==> config.mk <==
export PLATFORM = sky130hd
export DESIGN_NAME = serial_status_flags
export DESIGN_NICKNAME = d
export VERILOG_FILES = /design/src/logic/serial_pkg.sv /design/src/logic/serial_status_flags.sv /design/src/logic/serial_sync2.sv /design/src/logic/serial_rx_check.sv
export VERILOG_INCLUDE_DIRS = /design/src /design/src/logic
export SDC_FILE = /design/constraint.sdc
export NUM_CORES = 1
export LEC_CHECK = 0
export BUFFER_PORTS_ARGS = -buffer_cell sky130_fd_sc_hd__buf_2
export CORE_ASPECT_RATIO = 1.2
export CORE_UTILIZATION = 50
export CTS_BUF_LIST = sky130_fd_sc_hd__clkbuf_2
export DETAILED_ROUTE_END_ITERATION = 7
export PLACE_DENSITY = 0.81
export SLEW_MARGIN = 5
export SYNTH_ARGS = -nofsm -noshare
export SYNTH_HDL_FRONTEND = slang
export SYNTH_SLANG_ARGS = --single-unit
==> constraint.sdc <==
create_clock -name REF_CLK -period 2.6 [get_ports REF_CLK]
set_clock_uncertainty 0.1 [all_clocks]
set_input_delay 0.39 -clock REF_CLK [delete_from_list [all_inputs] [get_ports REF_CLK]]
set_output_delay 0.39 -clock REF_CLK [all_outputs]
set_load 0.01 [all_outputs]
==> src/logic/serial_defs.svh <==
// register offsets, field positions and reset values of the serial status block
`ifndef SERIAL_DEFS_SVH
`define SERIAL_DEFS_SVH
`define OFS_STATUS   12'h000
`define OFS_CTRL     12'h004
`define OFS_RXDATA   12'h008
`define OFS_TXDATA   12'h00C
`define OFS_IRQ_ST   12'h010
`define OFS_IRQ_MASK 12'h014
`define B_TXE        7
`define B_RXF        6
`define B_OVR        5
`define B_FRM        4
`define B_PAR        3
`define B_TX_END_FLAG       2
`define B_MPB        1
`define C_RXON       0
`define C_TXON       1
`define C_SYNC       2
`define C_PEN        3
`define C_ODD        4
`define C_STOP2      5
`define C_MPF        6
`define I_OVR        0
`define I_FRM        1
`define I_PAR        2
`define I_TX_END_FLAG       3
`define I_RXF        4
`define STATUS_RST   8'h84
`define CTRL_RST     8'h00
`define IRQ_RST      5'h00
`endif

==> src/logic/serial_pkg.sv <==
// types shared by the serial status block
package serial_pkg;
  typedef enum logic [3:0] {
    RXO_NONE = 4'h1,
    RXO_GOOD = 4'h2,
    RXO_OVER = 4'h4,
    RXO_BAD  = 4'h8
  } rx_outcome_t;
endpackage : serial_pkg

==> src/logic/serial_status_flags.sv <==
// serial unit status flags with APB register access and interrupt
// Contract
// - overrun set when character ends with full
// - error flags reset; read one, write zero
// - receive disable leaves error flags alone
// - overrun keeps old data, halts receive
// - framing and parity only in asynchronous mode
// - framing set when stop bit is zero
// - two stop bits: check first only
// - framing error loads data, no full flag
// - parity set on odd/even mismatch
// - parity error loads data, no full flag
// - transmit end set if empty at last bit
// - transmit end set by reset, standby, disable
// - transmit end cleared by empty clear, dma write
// - transmit end read-only to software
// - multiprocessor bit captured, read-only
// - flags never written one; armed clear only
// - receive full set on good character
`timescale 1ns/100ps
`include "serial_defs.svh"
module serial_status_flags (
  input  wire logic        REF_CLK,     // 200 MHz clock
  input  wire logic        RST_B,       // async reset, active low
  input  wire logic        PSEL,        // apb select
  input  wire logic        PENABLE,     // apb enable
  input  wire logic        PWRITE,      // apb direction
  input  wire logic [11:0] PADDR,       // apb byte address
  input  wire logic [31:0] PWDATA,      // apb write data
  output logic      [31:0] PRDATA,      // apb read data
  output logic             PREADY,      // apb ready
  output logic             PSLVERR,     // unmapped address
  input  wire logic        STANDBY_PIN, // standby request, asynchronous
  input  wire logic        RX_END,      // pulse: final stop sample taken
  input  wire logic [7:0]  RX_CHAR,     // received character
  input  wire logic        RX_PAR_BIT,  // received parity bit
  input  wire logic        RX_STOP_BIT, // first stop bit sample
  input  wire logic        RX_MP_BIT,   // received multiprocessor bit
  input  wire logic        TX_LOAD,     // pulse: shifter took tx data
  input  wire logic        TX_LAST,     // pulse: last bit shifted out
  input  wire logic        DMA_TX_WR,   // pulse: dma writes tx data
  input  wire logic [7:0]  DMA_TX_DATA, // dma tx data
  input  wire logic        DMA_RX_RD,   // pulse: dma reads rx data
  output logic      [7:0]  RX_DATA,     // receive data register
  output logic      [7:0]  TX_DATA,     // transmit data register
  output logic             RX_HALT,     // reception halted
  output logic             TX_BLOCK,    // transmission blocked
  output logic             IRQ          // level interrupt
);
  import serial_pkg::*;

  logic [7:0]  ctrl_q;
  logic        txe_q, rxf_q, ovr_q, frm_q, par_q, tx_end_flag_q, mpb_q;
  logic [7:0]  arm_q;
  logic [4:0]  irq_st_q, irq_mask_q;
  logic        stby;
  logic        frm_err, par_err;
  rx_outcome_t outcome;

  ////////////////////////////////////////////////////////////////////////////
  function automatic logic mapped(input logic [11:0] a);
    mapped = (a == `OFS_STATUS) || (a == `OFS_CTRL) || (a == `OFS_RXDATA) ||
             (a == `OFS_TXDATA) || (a == `OFS_IRQ_ST) || (a == `OFS_IRQ_MASK);
  endfunction : mapped

  logic [7:0] status_vec;
  assign status_vec = {txe_q, rxf_q, ovr_q, frm_q, par_q, tx_end_flag_q, mpb_q, 1'b0};

  logic acc, wr_acc, rd_acc;
  assign acc    = PSEL && PENABLE && PREADY;
  assign wr_acc = acc && PWRITE && mapped(PADDR);
  assign rd_acc = acc && !PWRITE && mapped(PADDR);

  logic wr_status, wr_ctrl, wr_tx;
  assign wr_status = wr_acc && (PADDR == `OFS_STATUS);
  assign wr_ctrl   = wr_acc && (PADDR == `OFS_CTRL);
  assign wr_tx     = wr_acc && (PADDR == `OFS_TXDATA);

  // clear only where the bit was read as one and zero is written
  logic [7:0] sw_clr;
  assign sw_clr = wr_status ? (arm_q & ~PWDATA[7:0]) : 8'h00;

  logic tx_off;
  assign tx_off = wr_ctrl && ctrl_q[`C_TXON] && !PWDATA[`C_TXON];

  ////////////////////////////////////////////////////////////////////////////
  serial_sync2 u_stby (
    .clk   (REF_CLK),
    .rst_b (RST_B),
    .d     (STANDBY_PIN),
    .q     (stby)
  );

  serial_rx_check u_chk (
    .rx_end    (RX_END),
    .rx_on     (ctrl_q[`C_RXON]),
    .halted    (ovr_q || frm_q || par_q),
    .rx_full   (rxf_q),
    .sync_mode (ctrl_q[`C_SYNC]),
    .par_en    (ctrl_q[`C_PEN]),
    .par_odd   (ctrl_q[`C_ODD]),
    .rx_char   (RX_CHAR),
    .par_bit   (RX_PAR_BIT),
    .stop_bit  (RX_STOP_BIT),
    .outcome   (outcome),
    .frm_err   (frm_err),
    .par_err   (par_err)
  );

  logic rx_good, rx_over, rx_bad;
  always_comb begin
    rx_good = 1'b0;
    rx_over = 1'b0;
    rx_bad  = 1'b0;
    unique case (outcome)
      RXO_NONE: ;
      RXO_GOOD: rx_good = 1'b1;
      RXO_OVER: rx_over = 1'b1;
      RXO_BAD:  rx_bad  = 1'b1;
      default:  ;
    endcase
  end

  ////////////////////////////////////////////////////////////////////////////
  // apb: ready rises in the first access cycle, so every transfer is two cycles
  always_ff @(posedge REF_CLK or negedge RST_B) begin
    if (!RST_B) begin
      PREADY  <= 1'b0;
      PSLVERR <= 1'b0;
      PRDATA  <= 32'h0000_0000;
    end else begin
      PREADY  <= PSEL && !PENABLE;
      PSLVERR <= PSEL && !PENABLE && !mapped(PADDR);
      if (PSEL && !PENABLE) begin
        case (PADDR)
          `OFS_STATUS:   PRDATA <= {24'h00_0000, status_vec};
          `OFS_CTRL:     PRDATA <= {24'h00_0000, ctrl_q};
          `OFS_RXDATA:   PRDATA <= {24'h00_0000, RX_DATA};
          `OFS_TXDATA:   PRDATA <= {24'h00_0000, TX_DATA};
          `OFS_IRQ_ST:   PRDATA <= {27'h000_0000, irq_st_q};
          `OFS_IRQ_MASK: PRDATA <= {27'h000_0000, irq_mask_q};
          default:       PRDATA <= 32'h0000_0000;
        endcase
      end
    end
  end

  always_ff @(posedge REF_CLK or negedge RST_B) begin
    if (!RST_B) begin
      ctrl_q <= `CTRL_RST;
    end else if (wr_ctrl) begin
      ctrl_q <= PWDATA[7:0];
    end
  end

  // arming uses the value sent out, so a flag set after the read stays put
  always_ff @(posedge REF_CLK or negedge RST_B) begin
    if (!RST_B) begin
      arm_q <= 8'h00;
    end else if (stby || wr_status) begin
      arm_q <= 8'h00;
    end else if (rd_acc && PADDR == `OFS_STATUS) begin
      arm_q <= arm_q | PRDATA[7:0];
    end
  end

  ////////////////////////////////////////////////////////////////////////////
  // error flags: rx enable is not looked at here, so disabling keeps them
  always_ff @(posedge REF_CLK or negedge RST_B) begin
    if (!RST_B) begin
      ovr_q <= 1'b0;
    end else if (stby) begin
      ovr_q <= 1'b0;
    end else if (rx_over) begin
      ovr_q <= 1'b1;
    end else if (sw_clr[`B_OVR]) begin
      ovr_q <= 1'b0;
    end
  end

  always_ff @(posedge REF_CLK or negedge RST_B) begin
    if (!RST_B) begin
      frm_q <= 1'b0;
    end else if (stby) begin
      frm_q <= 1'b0;
    end else if (rx_bad && frm_err) begin
      frm_q <= 1'b1;
    end else if (sw_clr[`B_FRM]) begin
      frm_q <= 1'b0;
    end
  end

  always_ff @(posedge REF_CLK or negedge RST_B) begin
    if (!RST_B) begin
      par_q <= 1'b0;
    end else if (stby) begin
      par_q <= 1'b0;
    end else if (rx_bad && par_err) begin
      par_q <= 1'b1;
    end else if (sw_clr[`B_PAR]) begin
      par_q <= 1'b0;
    end
  end

  always_ff @(posedge REF_CLK or negedge RST_B) begin
    if (!RST_B) begin
      rxf_q <= 1'b0;
    end else if (stby) begin
      rxf_q <= 1'b0;
    end else if (rx_good) begin
      rxf_q <= 1'b1;
    end else if (sw_clr[`B_RXF] || DMA_RX_RD) begin
      rxf_q <= 1'b0;
    end
  end

  // overrun leaves the old character; errored characters are still loaded
  always_ff @(posedge REF_CLK or negedge RST_B) begin
    if (!RST_B) begin
      RX_DATA <= 8'h00;
    end else if (rx_good || rx_bad) begin
      RX_DATA <= RX_CHAR;
    end
  end

  always_ff @(posedge REF_CLK or negedge RST_B) begin
    if (!RST_B) begin
      mpb_q <= 1'b0;
    end else if (stby) begin
      mpb_q <= 1'b0;
    end else if ((rx_good || rx_bad) && ctrl_q[`C_MPF] && !ctrl_q[`C_SYNC]) begin
      mpb_q <= RX_MP_BIT;
    end
  end

  ////////////////////////////////////////////////////////////////////////////
  always_ff @(posedge REF_CLK or negedge RST_B) begin
    if (!RST_B) begin
      txe_q <= 1'b1;
    end else if (stby || tx_off || TX_LOAD) begin
      txe_q <= 1'b1;
    end else if (sw_clr[`B_TXE] || DMA_TX_WR) begin
      txe_q <= 1'b0;
    end
  end

  // software has no direct write path; only its txe clear and transmit disable reach this flag
  always_ff @(posedge REF_CLK or negedge RST_B) begin
    if (!RST_B) begin
      tx_end_flag_q <= 1'b1;
    end else if (stby || tx_off) begin
      tx_end_flag_q <= 1'b1;
    end else if (TX_LAST && txe_q) begin
      tx_end_flag_q <= 1'b1;
    end else if (sw_clr[`B_TXE] || DMA_TX_WR) begin
      tx_end_flag_q <= 1'b0;
    end
  end

  always_ff @(posedge REF_CLK or negedge RST_B) begin
    if (!RST_B) begin
      TX_DATA <= 8'h00;
    end else if (DMA_TX_WR) begin
      TX_DATA <= DMA_TX_DATA;
    end else if (wr_tx) begin
      TX_DATA <= PWDATA[7:0];
    end
  end

  // one cycle behind the flags; the receive gate itself uses the flags direct
  always_ff @(posedge REF_CLK or negedge RST_B) begin
    if (!RST_B) begin
      RX_HALT  <= 1'b0;
      TX_BLOCK <= 1'b0;
    end else begin
      RX_HALT  <= ovr_q || frm_q || par_q;
      TX_BLOCK <= ctrl_q[`C_SYNC] && (ovr_q || frm_q || par_q);
    end
  end

  ////////////////////////////////////////////////////////////////////////////
  logic [4:0] irq_ev;
  assign irq_ev = {rx_good, TX_LAST && txe_q && !tx_end_flag_q, rx_bad && par_err,
                   rx_bad && frm_err, rx_over};

  always_ff @(posedge REF_CLK or negedge RST_B) begin
    if (!RST_B) begin
      irq_st_q <= `IRQ_RST;
    end else begin
      irq_st_q <= (irq_st_q & ~((wr_acc && PADDR == `OFS_IRQ_ST) ? PWDATA[4:0] : 5'h00)) | irq_ev;
    end
  end

  always_ff @(posedge REF_CLK or negedge RST_B) begin
    if (!RST_B) begin
      irq_mask_q <= `IRQ_RST;
    end else if (wr_acc && PADDR == `OFS_IRQ_MASK) begin
      irq_mask_q <= PWDATA[4:0];
    end
  end

  always_ff @(posedge REF_CLK or negedge RST_B) begin
    if (!RST_B) begin
      IRQ <= 1'b0;
    end else begin
      IRQ <= |(irq_st_q & irq_mask_q);
    end
  end
endmodule : serial_status_flags

==> src/logic/serial_sync2.sv <==
// two-flop synchroniser for a level from outside the clock domain
`timescale 1ns/100ps
module serial_sync2 (
  input  wire logic clk,   // sampling clock
  input  wire logic rst_b, // async reset, active low
  input  wire logic d,     // asynchronous level
  output logic      q      // synchronised level
);
  logic meta_q;

  always_ff @(posedge clk or negedge rst_b) begin
    if (!rst_b) begin
      meta_q <= 1'b0;
      q      <= 1'b0;
    end else begin
      meta_q <= d;
      q      <= meta_q;
    end
  end
endmodule : serial_sync2

==> src/logic/serial_rx_check.sv <==
// classifies a finished received character: good, overrun, or framing/parity error
`timescale 1ns/100ps
module serial_rx_check
  import serial_pkg::*;
(
  input  wire logic        rx_end,    // final stop sample taken
  input  wire logic        rx_on,     // receiver enabled
  input  wire logic        halted,    // an error flag is set
  input  wire logic        rx_full,   // receive-full flag
  input  wire logic        sync_mode, // synchronous mode
  input  wire logic        par_en,    // parity enabled
  input  wire logic        par_odd,   // odd parity selected
  input  wire logic [7:0]  rx_char,   // received character
  input  wire logic        par_bit,   // received parity bit
  input  wire logic        stop_bit,  // first stop bit sample
  output serial_pkg::rx_outcome_t outcome, // classification
  output logic             frm_err,   // framing error seen
  output logic             par_err    // parity error seen
);
  function automatic logic ones_odd(input logic [7:0] c, input logic p);
    ones_odd = ^{c, p};
  endfunction : ones_odd

  always_comb begin
    // only the first stop bit is looked at, so a second one never matters
    frm_err = !sync_mode && !stop_bit;
    par_err = !sync_mode && par_en && (ones_odd(rx_char, par_bit) != par_odd);
    if (!rx_end || !rx_on || halted)
      outcome = RXO_NONE;
    else if (rx_full)
      outcome = RXO_OVER;
    else if (frm_err || par_err)
      outcome = RXO_BAD;
    else
      outcome = RXO_GOOD;
  end
endmodule : serial_rx_check

-- Word level (Yosys, flattened, before mapping)
Cells that the tools add are included.
Widths: inputs -> output; s select.
- input port bits: 74
- output and inout bits: 53
- flip-flop bits (word level): 88
- muxes and demuxes: 31
- reduce and logical (&&, ||, !) cells: 63
- equality and inequality tests: 9
- bitwise logic cells: 7
- operators with widths (kind ; number):
    $pmux 8 s6 ; 1
    $mux 8 ; 5
    $logic_and 1x1->1 ; 26
    $eq 12x4->1 const B ; 2
    $eq 12x5->1 const B ; 2
    $mux 1 ; 21
    $logic_or 1x1->1 ; 16
    $reduce_bool 3->1 ; 5
    $eq 12x3->1 const B ; 1
    $logic_not 12->1 ; 1
    $mux 4 ; 3
    $and 5x5->5 ; 2
    $logic_not 1->1 ; 9
    $reduce_xor 9->1 ; 1
    $and 8x8->8 ; 1
    $not 8->8 ; 1
    $or 8x8->8 ; 1
    $reduce_bool 2->1 ; 4
    $mux 5 ; 1
    $not 5->5 ; 1
    $or 5x5->5 ; 1
    $reduce_or 5->1 ; 1
    $eq 4x2->1 const B ; 1
    $eq 4x3->1 const B ; 1
    other kinds (2) ; 2

-- Logic depth before layout (Yosys ltp)
Gate-level depths: netlist of run 1.
- depth after elaboration: 14
- gate-level depth with buffers: 7

-- Cells and area by module
A second synthesis of run 1 with hierarchy kept.
- cell total of the unflattened synthesis: 308
- area, all modules: 3384.5 sq um
- modules (own cells, without submodules) (module ; area each (sq um) ; times used ; seq. area each (sq um) ; cells an instance):
    serial_status_flags ; 3183.1 ; 1 ; 1478.9 ; 287
    serial_rx_check ; 151.4 ; 1 ; 0.0 ; 19
    serial_sync2 ; 50.0 ; 1 ; 50.0 ; 2

-- Least setup slack after synthesis of run 1
No wires, ideal clock.
- kind: input to register
- from: input port PADDR[1]
- to: register irq_mask_q[0]
- stages: 6
- data arrival time: 1.752 ns
- setup slack: 0.623 ns
- setup time: 0.125 ns
- data required time: 2.375 ns
- buffers on the path: 2
- path through: nor4_4 > and4_1 > buf_6 > and4_1 > clkbuf_1 > mux2_2
- cells in the longest elaborated chain, start to end: 8
- elaborated cells on any way between the ends: 13
- classes of those cells: eq/ne: 5; reduce/logical: 8
- ends and longest elaborated chain (item ; line ; RTL):
    start, declared ; serial_status_flags.sv:28 ; input wire logic [11:0] PADDR,
    $eq 12x3->1 / $logic_not 12->1 (equally long branches) ; n/a ;
    $logic_or 1x1->1 (5 in a row) ; serial_status_flags.sv:62 ; mapped = (a == `OFS_STATUS) || (a == `OFS_CTRL) || (a == `OFS_RXDATA) ||
    $logic_and 1x1->1 ; serial_status_flags.sv:71 ; assign wr_acc = acc && PWRITE && mapped(PADDR);
    $logic_and 1x1->1 (no line) (*) ; n/a ;
    end signal, assigned ; serial_status_flags.sv:296 ; irq_mask_q <= `IRQ_RST;
    end signal, assigned ; serial_status_flags.sv:298 ; irq_mask_q <= PWDATA[4:0];
    end, declared ; serial_status_flags.sv:55 ; logic [4:0] irq_st_q, irq_mask_q;
Mark *: on every way between the ends. The rest lies on a longest branch, timed or not.
A chain may end at the register's enable or synchronous reset.

-- Worst setup path after layout of run 1
- from: register frm_q
- to: register frm_q
- cells in the longest elaborated chain, start to end: 9
- elaborated cells on any way between the ends: 10
- classes of those cells: eq/ne: 1; mux: 4; reduce/logical: 5
- ends and longest elaborated chain (item ; line ; RTL):
    start, declared ; serial_status_flags.sv:53 ; logic txe_q, rxf_q, ovr_q, frm_q, par_q, tx_end_flag_q, mpb_q;
    start signal, assigned ; serial_status_flags.sv:183 ; frm_q <= 1'b0;
    start signal, assigned ; serial_status_flags.sv:185 ; frm_q <= 1'b0;
    start signal, assigned ; serial_status_flags.sv:187 ; frm_q <= 1'b1;
    $logic_or 1x1->1 (*) (2 in a row) ; serial_status_flags.sv:97 ; .halted (ovr_q || frm_q || par_q),
    $logic_or 1x1->1 (*) ; serial_rx_check.sv:28 ; if (!rx_end || !rx_on || halted)
    $mux 4 (*) ; serial_rx_check.sv:28 ;
    $eq 4x4->1 (*) ; serial_status_flags.sv:115 ; unique case (outcome)
    $mux 1 (*) ; serial_status_flags.sv:115 ;
    $logic_and 1x1->1 (*) ; serial_status_flags.sv:186 ; end else if (rx_bad && frm_err) begin
    $mux 1 ; serial_status_flags.sv:186 ;
    $mux 1 ; serial_status_flags.sv:184 ; end else if (stby) begin
Marks and branches as above.

==> summary.txt, run 1 <==
Pwr
  • Share of total power in sequential cells: 55.5%
  • Maximum vdd drop: 0.000363 V
  • Power share of the clock group: 30.7%
  • Final Total Pwr: 1.77 mW
  • Sw frac: 27.2%
  • Pint: 1.29 mW
  • Psw: 482 uW
  • Pwr/cell area: 463 nW/um^2
  • Leak: 1.96 nW
  • Logic gate share of total power: 13.8%

Timing
  • Final Setup Violations: 0
  • Crit share post-route: 84.1%
  • Fin. max-slew vios: 0
  • WHS: 0.0181 ns
  • Min cycle time layout: 2.19 ns
  • Worst Slack Setup Final: 0.414 ns
  • Unrepaired setup endpoints after global routing: no
  • Setup TNS Final: 0 ns
  • FMAX: 0.457 GHz
  • Hold Fails Final Rpt: 0

CTS
  • Cts hold-fix bufs: 11
  • Worst skew pair latency: 0.49 ns
  • Num Clock Sinks: 61
  • TritonCTS clock tree: built
  • Max clock buf depth: 2
  • Clock transition at the registers of the reported paths: 0.17 ns
  • PostCTS Resize Cnt: 0
  • Max H-tree Level: 3
  • CTS root buf: clkbuf_2
  • TritonCTS Buffers: 9
  • Post-CTS setup buffer count: 0

Critical path
  • Critical Path Fanout Max: 11
  • CP arrival: 2.53 ns
  • Critical Path RT: 2.94 ns
  • Startpoint types: flip-flop
  • Setup crit end kind: flip-flop
  • WS Path Type: reg2reg

Placed design
  • I/O Buffers: 78
  • Detailed placement HPWL: 5630 um
  • RD Place Congestion: 0.904
  • Pre-CTS setup slack: 0.315 ns

Floorplan
  • Die Height: 90.1 um
  • Starting Density: 52.7%
  • Core box area: 6130 um^2
  • Std-Cell Rows: 31
  • Die width: 75.4 um
  • Die ar.: 6790 um^2
  • I/O pin count: 127

Global routing
  • Initial antenna violation count: 0
  • Overflow after GRT: 0
  • All-Layer GR Usage: 24.3%
  • First-pass GRT wire length: 12200 um
  • Largest net degree at the start of global routing: 29
  • Vias in the first global route: 2523

Synth
  • Mean Syn Cell Area: 10.8 um^2
  • Synth Flop Type: dfrtp_1
  • Mapped Area: 3230 um^2
  • Register bit total from synthesis: 61
  • Sequential area share after synthesis: 47.3%
  • Post-synthesis async set-or-reset flop share: 100%
  • Gate Count Post-Synth: 300
  • Post-synth EDFFs: 0
  • Yosys warns: 0
  • Yosys cell types: 48

Finish
  • Register Area: 1530 um^2
  • Core Util, Final: 62.4%
  • Ratio of cells with drive above 1 in the final layout: 37.1%
  • ANT cells: 0
  • Final-stage net count: 465
  • Area of the multi-input gates: 1510 um^2
  • FILL cells: 551
  • Area growth, synth to finish: 18.4%

Job
  • Max-cap violations: 0

Worst hold path
  • Hold/Removal Path Class: in2reg

Route
  • Avg WL per Cell: 15.9 um
  • Met2 WL: 3660 um
  • Top sig layer: met4
  • Metal3 WL: 609 um
  • Iter 0 DRT Violations: 158
  • DR vias: 2613
  • Vias per std cell: 5.47
  • DR DRC count: 0
  • Metal-1 WL: 3090 um
  • Total routed wirelength: 7600 um
  • DRT antenna net count: 0
  • Drt first pass iters: 4

Outcome
  • Status: complete, no violations
==> power groups by stage <==
stage	logic [mW]	clock network (mW)	registers, mW
2_1_floorplan	0.149	0	1.00
3_3_place_gp	0.227	0	0.999
3_5_place_dp	0.231	0	1.00
4_1_cts	0.245	0.555	0.983
5_1_grt	0.269	0.601	0.986
6_report	0.245	0.543	0.983
==> sequential cells by signal, indices dropped and copies added, names as in the netlist, 5 cells and up <==
register / cells
ctrl_q: 8
arm_q: 5
irq_st_q: 5
RX_DATA: 8
irq_mask_q: 5
TX_DATA: 8
PRDATA: 8
==> stage by stage <==
step                      cell area, um^2  cells
after floorplan                      3320    323
after global placement               3610    451
after detailed placement             3610    451
after CTS                            3820    478
after global routing                 3820    478
final                                3820    478
==> placed cells by master, fill, tap and decap left out, drive strengths merged, types with 4 or more instances in the layout <==
master	count
a21oi	10
a22o	5
a22oi	7
buf	85
clkbuf	9
clkinv	6
conb	24
dfrtp	59
dlygate4sd3	11
inv	8
mux2	35
nand2	41
nand4	4
nor2	15
o21ai	9
o22ai	4
or3	4
xnor2	7
==> path summary, 6_finish.rpt <==
path / from / end / slack (ns) / depth (start not counted)
hold / removal: DMA_TX_DATA[0] / TX_DATA[0] / 0.02 / 2
setup reg to reg: frm_q / frm_q / 0.41 / 5
max in group asynchronous: RST_B / rxf_q / 1.54 / 3
setup / recovery: frm_q / frm_q / 0.41 / 5
hold reg to reg: u_stby.meta_q / u_stby.q / 0.28 / 0
min in group asynchronous: RST_B / TX_DATA[1] / 0.19 / 2
==> layout make-up <==
cell class | instances | share of cell area, %
clock buffer | 9 | 1.18
clock inverter | 7 | 1.47
inverter | 8 | 0.785
multi-input combinational | 215 | 39.5
sequential | 61 | 40.0
tap | 82 | 2.68
timing repair buffer | 96 | 14.5
==> cells in the mapped netlist, drive strengths merged (4+ instances only) <==
library cell / instances / share of area (%)
xnor2: 7 / 1.9
o21ai: 9 / 1.4
dfrtp: 59 / 46
o22ai: 4 / 0.77
a21oi: 10 / 1.5
or3: 4 / 0.77
mux2: 35 / 12
nand2: 41 / 4.8
buf: 32 / 6.9
clkbuf: 7 / 0.81
nor2: 15 / 2.0
nand4: 4 / 1.2
a22oi: 7 / 1.6
inv: 8 / 0.93
a22o: 5 / 1.4
==> cells by family (layout without fill, tap and decap cells) <==
group	Yosys count	count (layout)	share of synthesized area [%]
AND/OR/NAND/NOR	93	93	15.8
flip-flops	61	61	47.3
AO/OA/AOI/OAI	49	49	10.3
buffers and inverters	47	120	8.64
multiplexers	41	41	15.2
XOR/XNOR	8	8	2.59
other	1	24	0.116
==> per-layer routing <==
layer  global-route usage [%]  up-vias
li1                         -     1201
met1                     32.8     1254
met2                     37.2      135
met3                     4.82       23
met4                     11.1        0
met5                        0        -
==> critical path: stages (launching register included) <==
cell and delay, ns:
dfrtp_1 0.43, or3_1 0.45, or3_1 0.60, nor3_1 0.39, a21oi_1 0.08, nor2_1 0.09
Note: power is estimated with default switching activity, not from simulation.
==> run 2: changes to the inputs <==
--- a/config.mk
+++ b/config.mk
@@ -8,10 +8,10 @@
 export LEC_CHECK = 0
 export BUFFER_PORTS_ARGS = -buffer_cell sky130_fd_sc_hd__buf_2
 export CORE_ASPECT_RATIO = 1.2
-export CORE_UTILIZATION = 50
+export CORE_UTILIZATION = 46
 export CTS_BUF_LIST = sky130_fd_sc_hd__clkbuf_2
 export DETAILED_ROUTE_END_ITERATION = 7
-export PLACE_DENSITY = 0.81
+export PLACE_DENSITY = 0.78
 export SLEW_MARGIN = 5
 export SYNTH_ARGS = -nofsm -noshare
 export SYNTH_HDL_FRONTEND = slang
==> constraint.sdc (replaced) <==
create_clock -name REF_CLK -period 2 [get_ports REF_CLK]
set_clock_uncertainty 0.1 [all_clocks]
set_input_delay 0.3 -clock REF_CLK [delete_from_list [all_inputs] [get_ports REF_CLK]]
set_output_delay 0.3 -clock REF_CLK [all_outputs]
set_load 0.01 [all_outputs]
==> summary.txt, run 2 (synthesis gave the netlist of run 1 again) <==
CTS
  • TritonCTS Buffers: 9 (unchanged)
  • TritonCTS clock tree: built (unchanged)
  • Max clock buf depth: 2 (unchanged)
  • Post-CTS setup buffer count: 0 (unchanged)
  • Max H-tree Level: 3 (unchanged)
  • Clock transition at the registers of the reported paths: 0.16 ns (was 0.17 ns)
  • Worst skew pair latency: 0.49 ns (about the same)
  • CTS root buf: clkbuf_2 (unchanged)
  • Num Clock Sinks: 61 (unchanged)

Critical path
  • CP arrival: 2.26 ns (was 2.53 ns)
  • Setup crit end kind: flip-flop (unchanged)
  • Crit path cell chain: dlygate4sd3_1 > buf_2 > xnor2_2 > xnor3_1 > or4b_1 > nand2_1 > o21ai_0 (was or3_1 > or3_1 > nor3_1 > a21oi_1 > nor2_1)
  • Startpoint types: primary input (was flip-flop)
  • Critical Path Fanout Max: 3 (was 11)
  • Slowest CP cell: dlygate4sd3_1 (was or3_1)
  • Slowest cell delay on critical path: 0.53 ns (was 0.60 ns)
  • WS Path Type: in2reg (was reg2reg)
  • Critical Path RT: 2.30 ns (was 2.94 ns)

Pwr
  • Leak: 2.09 nW (was 1.96 nW)
  • Pwr/cell area: 535 nW/um^2 (was 463 nW/um^2)
  • Maximum vdd drop: 0.000341 V (was 0.000363 V)

Timing
  • Crit share post-route: 98.0%
  • Min cycle time layout: 1.96 ns
  • FMAX: 0.510 GHz
  • Fin. max-slew vios: 0 (unchanged)
  • Unrepaired setup endpoints after global routing: no (unchanged)
  • Final Setup Violations: 0 (unchanged)
  • Setup TNS Final: 0 ns (unchanged)
  • Hold Fails Final Rpt: 0 (unchanged)

Route
  • DRT antenna net count: 0 (unchanged)
  • Vias per std cell: 5.17 (was 5.47)
  • Drt first pass iters: 4 (unchanged)
  • Total routed wirelength: 7900 um (was 7600 um)
  • DR DRC count: 0 (unchanged)
  • DR vias: 2644 (was 2613)
  • Avg WL per Cell: 15.5 um (was 15.9 um)
  • Iter 0 DRT Violations: 111 (was 158)

Outcome
  • Status: complete, no violations (unchanged)

Global routing
  • Largest net degree at the start of global routing: 62 (was 29)
  • First-pass GRT wire length: 12800 um (was 12200 um)
  • Initial antenna violation count: 0 (unchanged)
  • All-Layer GR Usage: 23.4% (was 24.3%)
  • Vias in the first global route: 2638 (was 2523)
  • Overflow after GRT: 0 (unchanged)

Finish
  • Ratio of cells with drive above 1 in the final layout: 38.0% (was 37.1%)
  • ANT cells: 0 (unchanged)
  • Final-stage net count: 494 (was 465)
  • Most common cell after layout, fill and taps aside: buf_2 (unchanged)
  • Post-route cell area: 4110 um^2 (was 3820 um^2)
  • Area growth, synth to finish: 27.2% (was 18.4%)
  • Most frequent cells in the layout: buf_2 (78), dfrtp_1 (59), nand2_1 (41) (unchanged)
  • Core Util, Final: 60.3% (was 62.4%)

Job
  • Max-cap violations: 0 (unchanged)

Floorplan
  • Die ar.: 7360 um^2 (was 6790 um^2)
  • Core box area: 6810 um^2 (was 6130 um^2)
  • Die width: 78.5 um (was 75.4 um)
  • Std-Cell Rows: 33 (was 31)
  • I/O pin count: 127 (unchanged)
  • Die Height: 93.8 um (was 90.1 um)
  • Starting Density: 47.4% (was 52.7%)

Placed design
  • Detailed placement HPWL: 5750 um (was 5630 um)
  • RD Place Congestion: 0.942 (was 0.904)
  • Cell Area, Placed: 3730 um^2 (was 3610 um^2)
  • I/O Buffers: 78 (unchanged)

Worst hold path
  • Hold/Removal Path Class: in2reg (unchanged)
==> run 2: cell count changes in the layout (fill, tap and decap cells not counted), sizes merged <==
cell,delta
buf,+11
clkbuf,+2
bufinv,-1
dlygate4sd3,+18
clkinv,-2
==> run 2: worst max-delay path, delay by kind of cell <==
family                 cells  cell delay, ns
buffers and inverters      2            0.67
XOR/XNOR                   2            0.62
AND/OR/NAND/NOR            2            0.58
AO/OA/AOI/OAI              1            0.08
==> run 2: cell type report <==
class / count / area, um^2
Fill cell: 578 / 2700
Sequential cell: 61 / 1530
Multi-Input combinational cell: 215 / 1530
Timing Repair Buffer: 125 / 841
Tap cell: 87 / 109
Clock buffer: 11 / 55.1
Inverter: 8 / 30.0
Clock inverter: 4 / 16.3
==> run 2: repair_timing <==
| item | in CTS | in global routing |
|---|---|---|
| gates resized for setup | 1 | 3 |
| hold buffers | 28 | 1 |
| endpoints found under the hold margin | 91 | 1 |
| pin swaps | 0 | 1 |
| gates cloned | 0 | 0 |
| endpoints found under the setup margin | 2 | 5 |
==> run 2: metal layers <==
layer	share of wire [%]	up-vias	wire length (um)	track usage [%]
li1	-	1259	-	-
met1	40	1234	3170	28.8
met2	50	134	3960	39.3
met3	7.0	17	555	4.47
met4	2.7	0	212	11.0
met5	0	-	0	0
==> run 2: worst paths after layout <==
kind	to	depth (start not counted)	slack, ns	from
max	irq_st_q[4]	7	0.04	RX_CHAR[6]
min	tx_end_flag_q	3	0.05	TX_LAST
max reg2reg	tx_end_flag_q	7	0.06	PREADY
min reg2reg	u_stby.q	0	0.26	u_stby.meta_q
max in group asynchronous	tx_end_flag_q	3	1.29	RST_B
min in group asynchronous	TX_DATA[1]	3	0.22	RST_B
==> run 2: report_power, final <==
part	switching (mW)	internal [mW]	leakage, nW
clock	0.411	0.154	0.0543
sequential	0.0193	1.26	0.816
combinational	0.178	0.179	1.22
==> run 2: per-stage QoR <==
| step | cells | power [mW] | hold WS, ns | setup WS, ns |
|---|---|---|---|---|
| floorplan | 323 | 1.50 | -0.0956 | 0.113 |
| global placement | 467 | 1.61 | 0.227 | -0.0883 |
| detailed placement | 467 | 1.61 | 0.235 | -0.107 |
| CTS | 510 | 2.20 | 0.00869 | 0.0300 |
| global route | 511 | 2.31 | 0.0398 | 0.00167 |
| finish | 511 | 2.20 | 0.0487 | 0.0409 |
==> run 3: changes to the inputs <==
--- a/config.mk
+++ b/config.mk
@@ -11,6 +11,7 @@
 export CORE_UTILIZATION = 46
 export CTS_BUF_LIST = sky130_fd_sc_hd__clkbuf_2
 export DETAILED_ROUTE_END_ITERATION = 7
+export HOLD_SLACK_MARGIN = 0.08
 export PLACE_DENSITY = 0.78
 export SLEW_MARGIN = 5
 export SYNTH_ARGS = -nofsm -noshare
==> summary.txt, run 3 (synthesis gave the netlist of run 1 again) <==
Job
  • Max-cap violations: 0 (unchanged)

Finish
  • Area of the multi-input gates: 1530 um^2 (unchanged)
  • Area growth, synth to finish: 27.8% (was 27.2%)
  • Core Util, Final: 60.6% (was 60.3%)
  • Post-route cell area: 4130 um^2 (was 4110 um^2)
  • Register Area: 1530 um^2 (unchanged)
  • Ratio of cells with drive above 1 in the final layout: 37.8% (was 38.0%)
  • FILL cells: 577 (was 578)
  • Most frequent cells in the layout: buf_2 (78), dfrtp_1 (59), nand2_1 (41) (unchanged)
  • Most common cell after layout, fill and taps aside: buf_2 (unchanged)
  • Final-stage net count: 496 (was 494)
  • ANT cells: 0 (unchanged)

Global routing
  • Initial antenna violation count: 0 (unchanged)
  • First-pass GRT wire length: 12800 um (about the same)
  • Overflow after GRT: 0 (unchanged)
  • Largest net degree at the start of global routing: 62 (unchanged)
  • All-Layer GR Usage: 23.5% (was 23.4%)
  • Vias in the first global route: 2663 (was 2638)

CTS
  • Clock transition at the registers of the reported paths: 0.16 ns (about the same)
  • Max clock buf depth: 2 (unchanged)
  • Max H-tree Level: 3 (unchanged)
  • Post-CTS setup buffer count: 0 (unchanged)
  • Worst skew pair latency: 0.49 ns (about the same)
  • Num Clock Sinks: 61 (unchanged)
  • TritonCTS Buffers: 9 (unchanged)
  • CTS root buf: clkbuf_2 (unchanged)
  • TritonCTS clock tree: built (unchanged)

Critical path
  • Reg2reg setup slack: 0.06 ns (about the same)
  • CP arrival: 2.26 ns (about the same)
  • WS Path Type: in2reg (unchanged)
  • Worst r2r path cells: 7 (unchanged)
  • Startpoint types: primary input (unchanged)
  • Critical Path RT: 2.29 ns (was 2.30 ns)
  • Setup crit end kind: flip-flop (unchanged)
  • Critical Path Fanout Max: 3 (unchanged)

Floorplan
  • Starting Density: 47.4% (unchanged)
  • Die ar.: 7360 um^2 (unchanged)
  • I/O pin count: 127 (unchanged)
  • Std-Cell Rows: 33 (unchanged)
  • Core box area: 6810 um^2 (unchanged)
  • Die width: 78.5 um (unchanged)
  • Die Height: 93.8 um (unchanged)

Timing
  • FMAX: 0.509 GHz (was 0.510 GHz)
  • Final Setup Violations: 0 (unchanged)
  • Setup TNS Final: 0 ns (unchanged)
  • Unrepaired setup endpoints after global routing: no (unchanged)
  • Hold Fails Final Rpt: 0 (unchanged)
  • Crit share post-route: 98.2% (was 98.0%)
  • Min cycle time layout: 1.96 ns (about the same)
  • Fin. max-slew vios: 0 (unchanged)

Route
  • Iter 0 DRT Violations: 137 (was 111)
  • Metal-1 WL: 3210 um (was 3170 um)
  • Top sig layer: met4 (unchanged)
  • DRT antenna net count: 0 (unchanged)
  • DR DRC count: 0 (unchanged)
  • Met2 WL: 3980 um (was 3960 um)
  • Total routed wirelength: 7930 um (was 7900 um)
  • Vias per std cell: 5.16 (was 5.17)
  • Avg WL per Cell: 15.5 um (about the same)
  • Drt first pass iters: 4 (unchanged)
  • Metal3 WL: 521 um (was 555 um)
  • DR vias: 2648 (was 2644)

Pwr
  • Pint: 1.59 mW (about the same)
  • Power share of the clock group: 25.5% (was 25.6%)
  • Pwr/cell area: 533 nW/um^2 (was 535 nW/um^2)
  • Leak: 2.10 nW (was 2.09 nW)
  • Maximum vdd drop: 0.000345 V (was 0.000341 V)
  • Logic gate share of total power: 16.4% (was 16.2%)
  • Share of total power in sequential cells: 58.1% (about the same)
  • Sw frac: 27.6% (about the same)
  • Psw: 607 uW (was 608 uW)

Worst hold path
  • Hold/Removal Path Class: in2reg (unchanged)
  • Hold path cells: 5 (was 3)

Placed design
  • I/O Buffers: 78 (unchanged)
  • Cell Area, Placed: 3730 um^2 (unchanged)
  • RD Place Congestion: 0.942 (unchanged)
  • Detailed placement HPWL: 5750 um (unchanged)

Outcome
  • Status: complete, no violations (unchanged)
run 3: cell count changes in the layout (fill, tap and decap cells not counted), sizes merged:
cell         previous run  this run
dlygate4sd3            29        31
run 3: area by class of cell:
type / instances / share of cell area, %
flip-flops and latches: 61 / 37.0
multi-input cells: 215 / 37.0
repair buffers: 127 / 20.8
well taps: 87 / 2.64
clock buffers: 11 / 1.33
inverters: 8 / 0.727
clock inverters: 4 / 0.394
run 3: stage by stage:
| stage | hold WS, ns | cells | total power, mW | worst slack (ns) |
|---|---|---|---|---|
| floorplan | -0.0956 | 323 | 1.50 | 0.113 |
| global placement | 0.227 | 467 | 1.61 | -0.0883 |
| detailed placement | 0.235 | 467 | 1.61 | -0.107 |
| CTS | 0.121 | 513 | 2.21 | 0.0300 |
| global route | 0.125 | 513 | 2.31 | 0.00167 |
| finish | 0.151 | 513 | 2.20 | 0.0352 |
run 3: final timing paths:
kind,to,from
max reg2reg,tx_end_flag_q,PREADY
max in group asynchronous,txe_q,RST_B
max,irq_st_q[4],RX_CHAR[6]
min in group asynchronous,irq_st_q[3],RST_B
min reg2reg,u_stby.q,u_stby.meta_q
min,irq_st_q[4],RX_END
run 3: power groups by stage:
stage | clock (mW) | sequential [mW] | combinational (mW)
floorplan | 0 | 1.30 | 0.194
global placement | 0 | 1.30 | 0.305
detailed placement | 0 | 1.30 | 0.311
CTS | 0.572 | 1.28 | 0.358
global route | 0.636 | 1.28 | 0.396
finish | 0.562 | 1.28 | 0.361
run 3: routing by layer:
layer	vias up	GRT usage, %
li1	1260	-
met1	1244	28.8
met2	125	39.9
met3	19	4.37
met4	0	11.0
met5	-	0
run 3: what timing repair did:
action / in CTS / in global routing
endpoints found under the setup margin: 2 / 4
hold endpoints to repair: 106 / 0
pin swaps: 0 / 1
hold buffers: 31 / 0
resized for setup: 1 / 3
run 3: critical path, cell delays in order:
cell and delay (ns):
dlygate4sd3_1 0.53, buf_2 0.14, xnor2_2 0.16, xnor3_1 0.47, or4b_1 0.51, nand2_1 0.07
o21ai_0 0.08
